--- src/hdl/dnd_pkg.sv ---
package dnd_pkg;
  localparam int          DND_NUM_BITS   = 7;
  localparam int          DND_DEV_COUNT  = 3;
  localparam int          DND_BUS_LO     = 3;
  localparam int          DND_BUS_HI     = 9;
  localparam logic [6:0]  DND_CARD_NUM   = 7'h54;
  localparam logic [6:0]  DND_PRINT_NUM  = 7'h0C;
  localparam logic [6:0]  DND_PLOT_NUM   = 7'h00;
  localparam int          DND_IDX_CARD   = 0;
  localparam int          DND_IDX_PRINT  = 1;
  localparam int          DND_IDX_PLOT   = 2;
endpackage

--- src/hdl/dnd_top.sv ---
`timescale 1ns/1ps
module dnd_top
  import dnd_pkg::*;
#(
  parameter logic [6:0] CARD_NUM  = DND_CARD_NUM,
  parameter logic [6:0] PRINT_NUM = DND_PRINT_NUM,
  parameter logic [6:0] PLOT_NUM  = DND_PLOT_NUM
) (
  // Clock and reset
  input  wire logic                             CLK,
  input  wire logic                             RST_N,
  // Bus selection lines, index 0 is bus bit 3
  input  wire logic [dnd_pkg::DND_NUM_BITS-1:0] SEL_TRUE,
  input  wire logic [dnd_pkg::DND_NUM_BITS-1:0] SEL_COMP,
  // Card reader straps
  input  wire logic                             CARD_OVERRIDE,
  input  wire logic [dnd_pkg::DND_NUM_BITS-1:0] CARD_JUMPER,
  input  wire logic                             CARD_DISABLE,
  // Line printer straps
  input  wire logic                             PRINT_OVERRIDE,
  input  wire logic [dnd_pkg::DND_NUM_BITS-1:0] PRINT_JUMPER,
  input  wire logic                             PRINT_DISABLE,
  // Plotter straps
  input  wire logic                             PLOT_OVERRIDE,
  input  wire logic [dnd_pkg::DND_NUM_BITS-1:0] PLOT_JUMPER,
  input  wire logic                             PLOT_DISABLE,
  // Selects
  output wire logic                             CARD_SELECT,
  output wire logic                             PRINT_SELECT,
  output wire logic                             PLOT_SELECT
);
  import dnd_pkg::*;

  // Selection pair stages
  logic [DND_NUM_BITS-1:0]  t_meta;
  logic [DND_NUM_BITS-1:0]  t_sync;
  logic [DND_NUM_BITS-1:0]  next_t_meta;
  logic [DND_NUM_BITS-1:0]  next_t_sync;
  logic [DND_NUM_BITS-1:0]  c_meta;
  logic [DND_NUM_BITS-1:0]  c_sync;
  logic [DND_NUM_BITS-1:0]  next_c_meta;
  logic [DND_NUM_BITS-1:0]  next_c_sync;

  // Strap stages, card in bit 0
  logic [DND_DEV_COUNT-1:0] ovr_meta;
  logic [DND_DEV_COUNT-1:0] ovr_sync;
  logic [DND_DEV_COUNT-1:0] next_ovr_meta;
  logic [DND_DEV_COUNT-1:0] next_ovr_sync;
  logic [DND_DEV_COUNT-1:0] dis_meta;
  logic [DND_DEV_COUNT-1:0] dis_sync;
  logic [DND_DEV_COUNT-1:0] next_dis_meta;
  logic [DND_DEV_COUNT-1:0] next_dis_sync;

  // Jumper stages
  logic [DND_NUM_BITS-1:0]  jmp_meta      [DND_DEV_COUNT];
  logic [DND_NUM_BITS-1:0]  jmp_sync      [DND_DEV_COUNT];
  logic [DND_NUM_BITS-1:0]  next_jmp_meta [DND_DEV_COUNT];
  logic [DND_NUM_BITS-1:0]  next_jmp_sync [DND_DEV_COUNT];

  // Number each comparator looks for, and its verdict
  logic [DND_NUM_BITS-1:0]  dflt          [DND_DEV_COUNT];
  logic [DND_NUM_BITS-1:0]  num           [DND_DEV_COUNT];
  logic [DND_DEV_COUNT-1:0] sel;

  // True lines come from the bus, another domain
  always_comb begin
    next_t_meta = SEL_TRUE;
    next_t_sync = t_meta;
  end

  always_ff @(posedge CLK or negedge RST_N) begin
    if (!RST_N) begin
      t_meta <= '0;
      t_sync <= '0;
    end else begin
      t_meta <= next_t_meta;
      t_sync <= next_t_sync;
    end
  end

  // Complement lines, same two stages
  always_comb begin
    next_c_meta = SEL_COMP;
    next_c_sync = c_meta;
  end

  always_ff @(posedge CLK or negedge RST_N) begin
    if (!RST_N) begin
      c_meta <= '0;
      c_sync <= '0;
    end else begin
      c_meta <= next_c_meta;
      c_sync <= next_c_sync;
    end
  end

  // Override straps
  always_comb begin
    next_ovr_meta = {PLOT_OVERRIDE, PRINT_OVERRIDE, CARD_OVERRIDE};
    next_ovr_sync = ovr_meta;
  end

  always_ff @(posedge CLK or negedge RST_N) begin
    if (!RST_N) begin
      ovr_meta <= '0;
      ovr_sync <= '0;
    end else begin
      ovr_meta <= next_ovr_meta;
      ovr_sync <= next_ovr_sync;
    end
  end

  // Disable straps reset high so nothing selects before they settle
  always_comb begin
    next_dis_meta = {PLOT_DISABLE, PRINT_DISABLE, CARD_DISABLE};
    next_dis_sync = dis_meta;
  end

  always_ff @(posedge CLK or negedge RST_N) begin
    if (!RST_N) begin
      dis_meta <= '1;
      dis_sync <= '1;
    end else begin
      dis_meta <= next_dis_meta;
      dis_sync <= next_dis_sync;
    end
  end

  // Jumper numbers, one word per controller
  always_comb begin
    next_jmp_meta[DND_IDX_CARD]  = CARD_JUMPER;
    next_jmp_meta[DND_IDX_PRINT] = PRINT_JUMPER;
    next_jmp_meta[DND_IDX_PLOT]  = PLOT_JUMPER;
    next_jmp_sync[DND_IDX_CARD]  = jmp_meta[DND_IDX_CARD];
    next_jmp_sync[DND_IDX_PRINT] = jmp_meta[DND_IDX_PRINT];
    next_jmp_sync[DND_IDX_PLOT]  = jmp_meta[DND_IDX_PLOT];
  end

  always_ff @(posedge CLK or negedge RST_N) begin
    if (!RST_N) begin
      jmp_meta[DND_IDX_CARD]  <= '0;
      jmp_meta[DND_IDX_PRINT] <= '0;
      jmp_meta[DND_IDX_PLOT]  <= '0;
      jmp_sync[DND_IDX_CARD]  <= '0;
      jmp_sync[DND_IDX_PRINT] <= '0;
      jmp_sync[DND_IDX_PLOT]  <= '0;
    end else begin
      jmp_meta[DND_IDX_CARD]  <= next_jmp_meta[DND_IDX_CARD];
      jmp_meta[DND_IDX_PRINT] <= next_jmp_meta[DND_IDX_PRINT];
      jmp_meta[DND_IDX_PLOT]  <= next_jmp_meta[DND_IDX_PLOT];
      jmp_sync[DND_IDX_CARD]  <= next_jmp_sync[DND_IDX_CARD];
      jmp_sync[DND_IDX_PRINT] <= next_jmp_sync[DND_IDX_PRINT];
      jmp_sync[DND_IDX_PLOT]  <= next_jmp_sync[DND_IDX_PLOT];
    end
  end

  // Numbers used when no override is strapped
  always_comb begin
    dflt[DND_IDX_CARD]  = CARD_NUM;
    dflt[DND_IDX_PRINT] = PRINT_NUM;
    dflt[DND_IDX_PLOT]  = PLOT_NUM;
  end

  // Strapped number wins over the default
  always_comb begin
    for (int d = 0; d < DND_DEV_COUNT; d++) begin
      num[d] = ovr_sync[d] ? jmp_sync[d] : dflt[d];
    end
  end

  // Card reader comparator on the shared pairs
  dnd_match #(
    .N(DND_NUM_BITS)
  ) u_card_match (
    .clk        (CLK),
    .rst_n      (RST_N),
    .sel_true   (t_sync),
    .sel_comp   (c_sync),
    .number     (num[DND_IDX_CARD]),
    .disable_dec(dis_sync[DND_IDX_CARD]),
    .select     (sel[DND_IDX_CARD])
  );

  // Line printer comparator
  dnd_match #(
    .N(DND_NUM_BITS)
  ) u_print_match (
    .clk        (CLK),
    .rst_n      (RST_N),
    .sel_true   (t_sync),
    .sel_comp   (c_sync),
    .number     (num[DND_IDX_PRINT]),
    .disable_dec(dis_sync[DND_IDX_PRINT]),
    .select     (sel[DND_IDX_PRINT])
  );

  // Plotter comparator
  dnd_match #(
    .N(DND_NUM_BITS)
  ) u_plot_match (
    .clk        (CLK),
    .rst_n      (RST_N),
    .sel_true   (t_sync),
    .sel_comp   (c_sync),
    .number     (num[DND_IDX_PLOT]),
    .disable_dec(dis_sync[DND_IDX_PLOT]),
    .select     (sel[DND_IDX_PLOT])
  );

  // Selects leave straight from the comparator flops
  assign CARD_SELECT  = sel[DND_IDX_CARD];
  assign PRINT_SELECT = sel[DND_IDX_PRINT];
  assign PLOT_SELECT  = sel[DND_IDX_PLOT];
endmodule

--- src/hdl/dnd_match.sv ---
`timescale 1ns/1ps
module dnd_match
  import dnd_pkg::*;
#(
  parameter int N = DND_NUM_BITS
) (
  // Clock and reset
  input  wire logic         clk,
  input  wire logic         rst_n,
  // Synchronised selection pairs
  input  wire logic [N-1:0] sel_true,
  input  wire logic [N-1:0] sel_comp,
  // Jumper settings
  input  wire logic [N-1:0] number,
  input  wire logic         disable_dec,
  // Result
  output logic              select
);
  logic next_select;
  logic [N-1:0] bit_hit;

  always_comb begin
    // One line of each pair per bit, picked by the jumper
    for (int i = 0; i < N; i++) begin
      bit_hit[i] = number[i] ? sel_true[i] : sel_comp[i];
    end
    next_select = (&bit_hit) && !disable_dec;
  end

  always_ff @(posedge clk or negedge rst_n) begin
    if (!rst_n) begin
      select <= 1'b0;
    end else begin
      select <= next_select;
    end
  end
endmodule

--- config.mk ---
export PLATFORM = sky130hd
export DESIGN_NAME = dnd_top
export DESIGN_NICKNAME = d
export VERILOG_FILES = /design/src/hdl/dnd_pkg.sv /design/src/hdl/dnd_top.sv /design/src/hdl/dnd_match.sv
export SDC_FILE = /design/constraint.sdc
export NUM_CORES = 1
export LEC_CHECK = 0
export BUFFER_PORTS_ARGS = -buffer_cell sky130_fd_sc_hd__buf_2
export CAP_MARGIN = 20
export CORE_MARGIN = 4
export CORE_UTILIZATION = 48
export CTS_CLUSTER_DIAMETER = 100
export DETAILED_ROUTE_END_ITERATION = 12
export PLACE_DENSITY_LB_ADDON = 0.08
export SLEW_MARGIN = 20
export SYNTH_ARGS = -nofsm -noshare
export SYNTH_HDL_FRONTEND = slang
export SYNTH_SLANG_ARGS = --single-unit
--- constraint.sdc ---
create_clock -name CLK -period 1.6 [get_ports CLK]
set_input_delay 0.08 -clock CLK [delete_from_list [all_inputs] [get_ports CLK]]
set_output_delay 0.08 -clock CLK [all_outputs]
set_load 0.005 [all_outputs]
==> flow_summary.rst, run 1 <==
.. list-table::
   :header-rows: 1

   * - Metric
     - Value
   * - Dpl ws
     - 0.228 ns
   * - H-tree lvl count
     - 3
   * - CP Capture Point
     - u_print_match.select$_DFF_PN0_
   * - Synth async-reset ratio
     - 100%
   * - Drt wl/cell
     - 14.7 um
   * - Number of enable-type register cells in the synthesized netlist
     - 0
   * - Path depth of the worst reg2reg path
     - 4
   * - Overflow left after global routing
     - 0
   * - Part of the Yosys area used for sequential elements
     - 84.5%
   * - Quantity of hold-fixing buffers added after cts
     - between 40 and 50
   * - Setup repair after global routing missed its margin
     - false
   * - # diodes
     - 0
   * - Remaining number of nets flagged by the antenna check after routing
     - 0
   * - Final setup violating endpoints
     - 0
   * - Clk pin slew, worst setup/hold paths
     - 0.08 ns
   * - Area growth syn-to-layout
     - 37.8%
   * - Leakage power of the design
     - 1.61 nW
   * - DRC marker count from the first detailed-route iteration
     - approximately 80
   * - Fill count
     - 366
   * - Die X
     - 80.5 um
   * - Rows
     - 26
   * - Initial cell density of the core
     - 49.4%
   * - Average footprint of a synthesized cell
     - 17.2 um^2
   * - Post-layout utilization of the core
     - 68.1%
   * - Via count of the first global-routing pass
     - 1667
   * - Most area-consuming cells after synthesis
     - sky130_fd_sc_hd__dfrtp_1 (78%), sky130_fd_sc_hd__dfstp_2 (6.2%), sky130_fd_sc_hd__a21oi_1 (2.0%)
   * - WHS
     - 0.211 ns
   * - Syn Std Cell Area
     - 0.00252 mm^2
   * - Number of buffers inserted during clock tree synthesis
     - 9
   * - Max rail drop VDD
     - 0.000885 V
   * - Placeable core area
     - 0.00511 mm^2
   * - Quantity of gates resized following cts
     - 0
   * - Vert. Die Dim
     - 80.5 um
   * - Measured slew at the worst slew-check pin
     - 0.392 ns
   * - Clock skew
     - 0.00721 ns
   * - Required time reported for the critical path endpoint
     - 1.84 ns
   * - Count of endpoints failing hold in the final timing report
     - 0
   * - Clock Tree Buf Depth
     - 2
   * - Routability cong.
     - between 0.8 and 0.9
   * - Worst Path Class, Setup
     - flip-flop to flip-flop
   * - Final design instance area without fill
     - 0.00348 mm^2
   * - Pins Over Slew Limit
     - 0
   * - Grt peak-use layer
     - met2
   * - Post-synth top area share
     - 78.3%
   * - CTS Root Cell
     - sky130_fd_sc_hd__clkbuf_8
   * - Cell count after synthesis
     - about 150
   * - Largest net degree at the start of global routing
     - 33
   * - Synthesis warning total
     - 0
   * - Reg-to-reg startpoint
     - ovr_sync[1]$_DFF_PN0_
   * - Number of nets produced by synthesis
     - 190
   * - Global-route track usage on met2
     - 27.6%
   * - Maximum operating frequency
     - 711 MHz
   * - Total via count after detailed routing
     - 1539
   * - Ys flop type
     - sky130_fd_sc_hd__dfrtp_1
   * - Cell variety after synth
     - 31
   * - Final critical-path setup slack
     - 0.193 ns
   * - CP Launch Type
     - flip-flop
   * - Kind of path behind the tightest hold check
     - primary input to async pin
   * - Cell with the most instances after synthesis
     - sky130_fd_sc_hd__dfrtp_1
   * - Final sum of negative setup slack
     - 0 ns
   * - Area enclosed by the die boundary
     - about 0.0065 mm^2
   * - GR Util All Layers
     - 17.1%
   * - Residual DRC
     - 0
   * - Largest area contributor in the netlist
     - sky130_fd_sc_hd__dfrtp_1
   * - IO Port Bufs
     - 45
   * - Flop and latch count out of synthesis
     - 85
   * - Worst setup path startpoint
     - ovr_sync[1]$_DFF_PN0_
   * - Synth cell count leaders
     - sky130_fd_sc_hd__dfrtp_1 (79), sky130_fd_sc_hd__a21oi_1 (10), sky130_fd_sc_hd__inv_1 (8), sky130_fd_sc_hd__dfstp_2 (6), sky130_fd_sc_hd__nand3_1 (5)
   * - Routed via count divided by cell count
     - 4.79
   * - Cell area after placement
     - 0.00286 mm^2
   * - Clk Latency, worst-skew pair
     - 0.35 ns
   * - Post-route clock period utilization
     - 87.9%
   * - Tightest slew margin relative to the limit
     - 73.9%
   * - Crit. End Element
     - flip-flop
   * - Global-route wire length before repair
     - slightly below 8000 um
   * - Global Route met1 Usage
     - 19.4%
   * - Initial antenna violation count
     - 0
   * - Power per standard cell area
     - 1160 mW/mm^2
   * - CTS tree
     - built
   * - Final standard cell count with taps included and fillers excluded
     - 321
   * - Worst flop-to-flop path endpoint
     - u_print_match.select$_DFF_PN0_
   * - Met3 GRT Util
     - 6.17%
   * - Outcome
     - finished clean
   * - Post-Place Cells
     - 263
   * - Total routed wirelength
     - 4700 um
   * - Number of setup buffers added after CTS
     - 0
   * - Design Power
     - just over 4 mW
   * - Boundary pin count
     - 46
   * - Slack of the worst reg-to-reg path
     - slightly below 0.2 ns
   * - NumNets Final
     - 289
   * - # clock sinks
     - 85
   * - Fraction of final layout cells with drive strength greater than 1
     - 29.1%
   * - Crit Path Max Fanout
     - 8
   * - Critical Path AT
     - roughly 1.7 ns
   * - Drt first pass iters
     - 4
   * - Half-perimeter wire length after detailed placement
     - 3080 um
   * - Number of max-cap violations
     - 0
   * - Clock period minus final worst setup slack
     - 1.41 ns
## flip-flops by register name, summed over array words and instances (netlist names), 7 cells and up
signal       cells
t_sync           7
jmp_sync        21
next_t_sync      7
jmp_meta        21
c_meta           7
c_sync           7
## critical path: stages, from the launching register on
cell and delay [ns]:
sky130_fd_sc_hd__dfrtp_1 0.53, sky130_fd_sc_hd__nand3_1 0.14, sky130_fd_sc_hd__a222oi_1 0.29, sky130_fd_sc_hd__a21oi_1 0.10, sky130_fd_sc_hd__a2111oi_2 0.24
## worst min path at each step
| stage | startpoint | endpoint | slack, ns | depth (start not counted) |
|---|---|---|---|---|
| 2_1_floorplan | RST_N | c_meta[0]$_DFF_PN0_ | -0.22 | 0 |
| 3_3_place_gp | RST_N | jmp_meta[2]$_DFF_PN0_ | 0.02 | 1 |
| 3_5_place_dp | RST_N | jmp_meta[2]$_DFF_PN0_ | 0.03 | 1 |
| 6_report | RST_N | jmp_sync[6]$_DFF_PN0_ | 0.21 | 2 |
| 4_1_cts | RST_N | u_print_match.select$_DFF_PN0_ | 0.20 | 2 |
| 5_1_grt | RST_N | jmp_sync[18]$_DFF_PN0_ | 0.24 | 2 |
## cell type report
type                            count  area, um^2  area share, %
Clock inverter                      4        55.1           1.58
Multi-Input combinational cell     51         338           9.71
Inverter                            9        36.3           1.04
Sequential cell                    85        2130           61.3
Timing Repair Buffer               90         683           19.6
Clock buffer                       12         145           4.17
Tap cell                           70        87.6           2.52
## placed cells by master (no fill, tap or decap), types with 3 or more instances in the layout
cell type                       instances
sky130_fd_sc_hd__nand3_1                5
sky130_fd_sc_hd__nor2_1                 3
sky130_fd_sc_hd__dlygate4sd3_1         42
sky130_fd_sc_hd__a21oi_1               10
sky130_fd_sc_hd__nand2b_1               4
sky130_fd_sc_hd__buf_4                  3
sky130_fd_sc_hd__inv_1                  8
sky130_fd_sc_hd__clkbuf_8              10
sky130_fd_sc_hd__nand2_1                4
sky130_fd_sc_hd__dfstp_2                6
sky130_fd_sc_hd__dfrtp_1               79
sky130_fd_sc_hd__buf_2                 44
sky130_fd_sc_hd__o21ai_0                3
## power breakdown
group	internal [mW]	switching (mW)
registers	2.26	0.0634
logic	0.143	0.0975
clock network	0.776	0.707
total	3.18	0.868
## cell families after synthesis
family                 synth area share [%]
buffers and inverters                  2.08
AO/OA/AOI/OAI                          8.57
flip-flops                             84.5
multiplexers                          0.396
AND/OR/NAND/NOR                        4.41
## layer usage
metal	routed length (um)	part of all wire, %
met3	247	5.3
met4	172	3.7
met2	2460	52
met5	0	0
met1	1820	39
Note: power is estimated with default switching activity, not from simulation.
==> run 2: changes to the inputs <==
--- a/config.mk
+++ b/config.mk
@@ -15,4 +15,5 @@
 export SLEW_MARGIN = 20
 export SYNTH_ARGS = -nofsm -noshare
 export SYNTH_HDL_FRONTEND = slang
+export SYNTH_HIERARCHICAL = 1
 export SYNTH_SLANG_ARGS = --single-unit
==> run 2 against run 1 <==
Net effect: sequential power about the same; combinational power about the same; clock-buffer cell count decreased by 2; clock skew about the same; first-iteration DRC count decreased by 53%; maximum frequency decreased by 4.2%; cell area increased by 1.4%; highest routed layer unchanged; critical endpoint is now u_card_match/select$_DFF_PN0_; sequential share of layout area decreased by 0.85 points; hold slack got worse by 0.0024 ns.
==> flow_summary.rst, run 2 <==
.. list-table::
   :header-rows: 1

   * - Metric
     - Value
   * - Max rail drop VDD
     - 0.000959 V (+8.4%)
   * - Critical Path Slowest Stage Cell
     - sky130_fd_sc_hd__or4_1
   * - Number of setup buffers added after CTS
     - 0 (unchanged)
   * - Synth async-reset ratio
     - 100% (unchanged)
   * - Routability cong.
     - 0.757 (-8.7%)
   * - Measured slew at the worst slew-check pin
     - 0.432 ns (+0.0405 ns)
   * - Outcome
     - finished clean
   * - Largest regs
     - jmp_meta x21, jmp_sync x21
   * - Drt wl/cell
     - 13.5 um (-8.2%)
   * - Tightest slew margin relative to the limit
     - 71.2% (-2.7 points)
   * - Dpl ws
     - 0.125 ns (-0.103 ns)
   * - Synthesis warning total
     - 6 (+6)
   * - NumNets Final
     - 279 (-3.5%)
   * - Most area-consuming cells after synthesis
     - sky130_fd_sc_hd__dfrtp_1 (78%), sky130_fd_sc_hd__mux2i_1 (8.3%), sky130_fd_sc_hd__dfstp_2 (6.2%)
   * - Clock skew
     - 0.00732 ns (+0.000113 ns)
   * - Vert. Die Dim
     - 80.6 um (+0.14%)
   * - Average footprint of a synthesized cell
     - 18.6 um^2 (+8.4%)
   * - Number of max-cap violations
     - 0 (unchanged)
   * - Required time reported for the critical path endpoint
     - 1.88 ns (+0.04 ns)
   * - Quantity of hold-fixing buffers added after cts
     - 42 (unchanged)
   * - Drt first pass iters
     - 4 (unchanged)
   * - GR Util All Layers
     - 15.1% (-2.0 points)
   * - Max incr delay on CP
     - 0.54 ns (about the same)
   * - Cell count after synthesis
     - 136 (-7.5%)
   * - H-tree lvl count
     - 3 (unchanged)
   * - Cell with the most instances after synthesis
     - sky130_fd_sc_hd__dfrtp_1
   * - Number of buffers inserted during clock tree synthesis
     - 9 (unchanged)
   * - Most common library cell in the layout ignoring fill and taps
     - sky130_fd_sc_hd__dfrtp_1
   * - Placeable core area
     - 0.00511 mm^2 (unchanged)
   * - Flop and latch count out of synthesis
     - 85 (unchanged)
   * - Power per standard cell area
     - 1190 mW/mm^2 (+2.4%)
   * - CTS Root Cell
     - sky130_fd_sc_hd__clkbuf_8
   * - Fill count
     - 367 (+0.27%)
   * - Synth cell count leaders
     - sky130_fd_sc_hd__dfrtp_1 (79), sky130_fd_sc_hd__mux2i_1 (21), sky130_fd_sc_hd__and2_1 (16), sky130_fd_sc_hd__dfstp_2 (6), sky130_fd_sc_hd__or4_1 (6)
   * - Pins Over Slew Limit
     - 0 (unchanged)
   * - Final critical-path setup slack
     - 0.132 ns (-0.0610 ns)
   * - CTS tree
     - built
   * - CP Launch Type
     - flip-flop
   * - Quantity of gates resized following cts
     - 0 (unchanged)
   * - Ys flop type
     - sky130_fd_sc_hd__dfrtp_1
   * - # clock sinks
     - 85 (unchanged)
   * - IO Port Bufs
     - 45 (unchanged)
   * - Largest net degree at the start of global routing
     - 43 (+30%)
   * - Count of endpoints failing hold in the final timing report
     - 0 (unchanged)
   * - Total via count after detailed routing
     - 1357 (-12%)
   * - Part of the Yosys area used for sequential elements
     - 84.3% (-0.25 points)
   * - Most used cells in the layout excluding fill and tap cells
     - sky130_fd_sc_hd__dfrtp_1 (79), sky130_fd_sc_hd__buf_2 (44), sky130_fd_sc_hd__dlygate4sd3_1 (42)
   * - Initial cell density of the core
     - 49.6% (+0.15 points)
   * - Global-route wire length before repair
     - 6840 um (-12%)
   * - Final setup violating endpoints
     - 0 (unchanged)
   * - Number of nets produced by synthesis
     - 179 (-5.8%)
   * - Post-route clock period utilization
     - 91.8% (+3.8 points)
   * - DRC marker count from the first detailed-route iteration
     - 37 (-53%)
   * - Area growth syn-to-layout
     - 39.3%
   * - Boundary pin count
     - 46 (unchanged)
   * - Post-Place Cells
     - 253 (-3.8%)
   * - Final sum of negative setup slack
     - 0 ns (unchanged)
   * - Setup repair after global routing missed its margin
     - false
   * - Final standard cell count with taps included and fillers excluded
     - 311 (-3.1%)
   * - Cell variety after synth
     - 7 (-77%)
   * - Maximum operating frequency
     - 681 MHz (-4.2%)
   * - Post-synth top area share
     - 78.1% (-0.23 points)
   * - Total routed wirelength
     - 4190 um (-11%)
   * - Kind of path behind the tightest hold check
     - primary input to async pin
   * - Remaining number of nets flagged by the antenna check after routing
     - 0 (unchanged)
   * - Leakage power of the design
     - 1.64 nW (+1.9%)
   * - Post-layout utilization of the core
     - 69.1% (+0.96 points)
   * - Residual DRC
     - 0 (unchanged)
   * - Clock Tree Buf Depth
     - 2 (unchanged)
   * - Crit. End Element
     - flip-flop
   * - # diodes
     - 0 (unchanged)
   * - Number of enable-type register cells in the synthesized netlist
     - 0 (unchanged)
   * - Area enclosed by the die boundary
     - 0.00650 mm^2 (+0.27%)
   * - Largest area contributor in the netlist
     - sky130_fd_sc_hd__dfrtp_1
   * - Clock period minus final worst setup slack
     - 1.47 ns (+0.0610 ns)
   * - Worst Path Class, Setup
     - flip-flop to flip-flop
   * - Initial antenna violation count
     - 0 (unchanged)
   * - Clk pin slew, worst setup/hold paths
     - 0.08 ns (about the same)
   * - Crit Path Max Fanout
     - 7 (-1)
   * - Critical Path, Cell by Cell
     - and2_1, mux2i_1, or4_1, nor2_1
   * - Clk Latency, worst-skew pair
     - 0.35 ns (about the same)
   * - Via count of the first global-routing pass
     - 1476 (-11%)
   * - Fraction of final layout cells with drive strength greater than 1
     - 28.6% (-0.45 points)
   * - Routed via count divided by cell count
     - 4.36 (-9.0%)
   * - Half-perimeter wire length after detailed placement
     - 2670 um (-13%)
   * - Syn Std Cell Area
     - 0.00253 mm^2 (+0.30%)
   * - Die X
     - 80.6 um (+0.14%)
   * - Rows
     - 26 (unchanged)
   * - Critical Path AT
     - 1.75 ns (+0.10 ns)
   * - Overflow left after global routing
     - 0 (unchanged)
==> run 2: logic make-up (layout without fill, tap and decap cells) <==
logic type	after synthesis	count (layout)	synth area share, %
multiplexers	21	21	8.30
buffers and inverters	0	105	0
flip-flops	85	85	84.3
AND/OR/NAND/NOR	30	30	7.41
==> run 2: area by class of cell <==
cell class	instances	area [um^2]	share of cell area [%]
Clock buffer	10	138	3.90
Clock inverter	6	95.1	2.70
Multi-Input combinational cell	51	398	11.3
Sequential cell	85	2130	60.5
Tap cell	70	87.6	2.48
Timing Repair Buffer	89	676	19.1
==> run 2: worst max-delay path: cells and delay by family, from the launching register on <==
| kind | cells | cell delay [ns] |
|---|---|---|
| flip-flops | 1 | 0.47 |
| multiplexers | 1 | 0.11 |
| AND/OR/NAND/NOR | 3 | 0.83 |
==> run 2: per-stage QoR <==
stage                     power [mW]  area [um^2]  hold WS (ns)
final                           4.20         3530         0.208
after global routing            4.40         3530         0.242
after CTS                       4.26         3530         0.213
after detailed placement        2.51         2880        0.0515
after global placement          2.50         2880        0.0442
after floorplan                 2.38         2530        -0.216
==> run 2: path summary, 6_finish.rpt <==
check / from / endpoint / slack [ns] / cells after the start
worst min-delay path: RST_N / jmp_meta[15]$_DFF_PN0_ / 0.21 / 2
min in group CLK: c_meta[3]$_DFF_PN0_ / c_sync[3]$_DFF_PN0_ / 0.35 / 0
worst max-delay path: ovr_sync[0]$_DFF_PN0_ / u_card_match/select$_DFF_PN0_ / 0.13 / 4
worst max register to register: ovr_sync[0]$_DFF_PN0_ / u_card_match/select$_DFF_PN0_ / 0.13 / 4
max in group asynchronous: RST_N / next_t_sync[5]$_DFF_PN0_ / 0.85 / 3
worst min register to register: c_meta[3]$_DFF_PN0_ / c_sync[3]$_DFF_PN0_ / 0.35 / 0
==> run 2: per-layer routing <==
metal	vias up	share of wire, %	global-route usage, %
li1	650	-	-
met1	658	43	18.7
met2	36	49	22.9
met3	13	5.6	6.50
met4	0	2.3	7.09
met5	-	0	0
==> run 2: where the power goes <==
group | total [mW] | internal, mW | switching (mW)
clock network | 1.66 | 0.934 | 0.725
registers | 2.30 | 2.26 | 0.0466
logic | 0.238 | 0.149 | 0.0884
total | 4.20 | 3.34 | 0.860
==> run 3: changes to the inputs <==
--- a/config.mk
+++ b/config.mk
@@ -11,7 +11,7 @@
 export CORE_UTILIZATION = 48
 export CTS_CLUSTER_DIAMETER = 100
 export DETAILED_ROUTE_END_ITERATION = 12
-export PLACE_DENSITY_LB_ADDON = 0.08
+export PLACE_DENSITY = 0.7
 export SLEW_MARGIN = 20
 export SYNTH_ARGS = -nofsm -noshare
 export SYNTH_HDL_FRONTEND = slang
==> run 3 against run 2 <==
Net effect: setup slack lost 0.033 ns; maximum frequency shrank 2.2%; sequential share of layout area grew 0.58 points; total power shrank 4.6%.
==> flow_summary.rst, run 3 (same netlist as run 2, synthesis figures left out) <==
.. list-table::
   :header-rows: 1

   * - Metric
     - Value
   * - Quantity of hold-fixing buffers added after cts
     - 42 (unchanged)
   * - Total routed wirelength
     - 4200 um (+0.36%)
   * - Most used cells in the layout excluding fill and tap cells
     - sky130_fd_sc_hd__dfrtp_1 (79), sky130_fd_sc_hd__buf_2 (44), sky130_fd_sc_hd__dlygate4sd3_1 (42)
   * - H-tree lvl count
     - 3 (unchanged)
   * - Most common library cell in the layout ignoring fill and taps
     - sky130_fd_sc_hd__dfrtp_1
   * - Total via count after detailed routing
     - 1351 (-0.44%)
   * - Final sum of negative setup slack
     - 0 ns (unchanged)
   * - Final design instance area without fill
     - 0.00349 mm^2 (-0.96%)
   * - Required time reported for the critical path endpoint
     - 1.87 ns (about the same)
   * - Measured slew at the worst slew-check pin
     - 0.302 ns (-0.130 ns)
   * - Number of setup buffers added after CTS
     - 0 (unchanged)
   * - Vert. Die Dim
     - 80.6 um (unchanged)
   * - Initial antenna violation count
     - 0 (unchanged)
   * - Clock Tree Buf Depth
     - 2 (unchanged)
   * - Crit. End Element
     - flip-flop
   * - Post-layout utilization of the core
     - 68.4% (-0.66 points)
   * - Largest net degree at the start of global routing
     - 49 (+14%)
   * - Outcome
     - finished clean
   * - Via count of the first global-routing pass
     - 1482 (+0.41%)
   * - DRC marker count from the first detailed-route iteration
     - 49 (+32%)
   * - Fill count
     - 342 (-6.8%)
   * - GR Util All Layers
     - 15.2% (+0.069 points)
   * - # clock sinks
     - 85 (unchanged)
   * - Count of endpoints failing hold in the final timing report
     - 0 (unchanged)
   * - CTS Root Cell
     - sky130_fd_sc_hd__clkbuf_8
   * - Half-perimeter wire length after detailed placement
     - 2730 um (+2.1%)
   * - Dpl ws
     - 0.122 ns (-0.00352 ns)
   * - Placeable core area
     - 0.00511 mm^2 (unchanged)
   * - Design Power
     - 4.01 mW (-4.6%)
   * - Final setup violating endpoints
     - 0 (unchanged)
   * - WHS
     - 0.111 ns (-0.0978 ns)
   * - Largest regs
     - jmp_meta x21, jmp_sync x21
   * - Final standard cell count with taps included and fillers excluded
     - 311 (unchanged)
   * - Reg area
     - 0.00213 mm^2 (unchanged)
   * - Final critical-path setup slack
     - 0.0991 ns (-0.0328 ns)
   * - Remaining number of nets flagged by the antenna check after routing
     - 0 (unchanged)
   * - Critical Path AT
     - 1.77 ns (+0.02 ns)
   * - Kind of path behind the tightest hold check
     - primary input to async pin
   * - NumNets Final
     - 279 (unchanged)
   * - Rows
     - 26 (unchanged)
   * - Number of buffers inserted during clock tree synthesis
     - 9 (unchanged)
   * - Clk Latency, worst-skew pair
     - 0.35 ns (about the same)
   * - Clk pin slew, worst setup/hold paths
     - 0.08 ns (about the same)
   * - Drt wl/cell
     - 13.5 um (+0.36%)
   * - Pins Over Slew Limit
     - 0 (unchanged)
   * - Number of max-cap violations
     - 0 (unchanged)
   * - IO Port Bufs
     - 45 (unchanged)
   * - Drt first pass iters
     - 4 (unchanged)
   * - Clock period minus final worst setup slack
     - 1.50 ns (+0.0328 ns)
   * - Routed via count divided by cell count
     - 4.34 (-0.44%)
   * - Cell area after placement
     - 0.00288 mm^2 (unchanged)
   * - # diodes
     - 0 (unchanged)
   * - Overflow left after global routing
     - 0 (unchanged)
   * - Boundary pin count
     - 46 (unchanged)
   * - Residual DRC
     - 0 (unchanged)
   * - Maximum operating frequency
     - 666 MHz (-2.2%)
   * - CTS tree
     - built
   * - Area growth syn-to-layout
     - 38.0%
   * - Power per standard cell area
     - 1150 mW/mm^2 (-3.7%)
   * - Area enclosed by the die boundary
     - 0.00650 mm^2 (unchanged)
   * - Leakage power of the design
     - 1.62 nW (-1.4%)
   * - Global-route wire length before repair
     - 7070 um (+3.3%)
   * - Post-Place Cells
     - 253 (unchanged)
   * - Post-route clock period utilization
     - 93.8% (+2.0 points)
   * - Area of the multi-input gates
     - 398 um^2 (unchanged)
   * - Routability cong.
     - 0.862 (+14%)
   * - CP Launch Type
     - flip-flop
   * - Fraction of final layout cells with drive strength greater than 1
     - 28.2% (-0.41 points)
   * - Tightest slew margin relative to the limit
     - 79.8% (+8.6 points)
   * - Clock skew
     - 0.00969 ns (+0.00237 ns)
   * - Max rail drop VDD
     - 0.000623 V (-35%)
   * - Die X
     - 80.6 um (unchanged)
   * - Quantity of gates resized following cts
     - 0 (unchanged)
   * - Initial cell density of the core
     - 49.6% (unchanged)
   * - Crit Path Max Fanout
     - 7 (unchanged)
   * - Setup repair after global routing missed its margin
     - false
   * - Worst Path Class, Setup
     - flip-flop to flip-flop
==> run 3: path summary, 6_finish.rpt <==
path	startpoint	to	slack (ns)	depth (start not counted)
setup / recovery	ovr_sync[1]$_DFF_PN0_	u_print_match/select$_DFF_PN0_	0.1	4
hold / removal	RST_N	jmp_sync[0]$_DFF_PN0_	0.11	2
setup reg to reg	ovr_sync[1]$_DFF_PN0_	u_print_match/select$_DFF_PN0_	0.1	4
hold reg to reg	next_t_sync[2]$_DFF_PN0_	t_sync[2]$_DFF_PN0_	0.34	0
max in group asynchronous	RST_N	next_t_sync[1]$_DFF_PN0_	0.95	3
min in group CLK	next_t_sync[2]$_DFF_PN0_	t_sync[2]$_DFF_PN0_	0.34	0
==> run 3: cell type report <==
cell class                 count  area share, %
clock buffer                  10           3.65
tap                           70           2.51
clock inverter                 6           2.04
timing repair buffer          89           19.3
multi-input combinational     51           11.4
sequential                    85           61.1
==> run 3: worst max-delay path, cell delays in order (launching register included) <==
cell and delay [ns]:
sky130_fd_sc_hd__dfrtp_1 0.47, sky130_fd_sc_hd__and2_1 0.18, sky130_fd_sc_hd__mux2i_1 0.12, sky130_fd_sc_hd__or4_1 0.54, sky130_fd_sc_hd__nor2_1 0.13
==> run 3: metal layers <==
metal	global-route usage [%]	part of all wire, %	up-vias
met4	9.63	3.0	0
met2	24.3	51	36
met5	0	0	-
met1	18.5	42	656
met3	3.59	4.8	12
li1	-	-	647
==> run 3: report_power, final <==
part           internal [mW]  leakage (nW)  switching (mW)  total (mW)
Sequential              2.26         0.991          0.0460        2.30
Clock                  0.734        0.0935           0.729        1.46
Combinational          0.150         0.534          0.0895       0.239
Total                   3.14          1.62           0.865        4.01
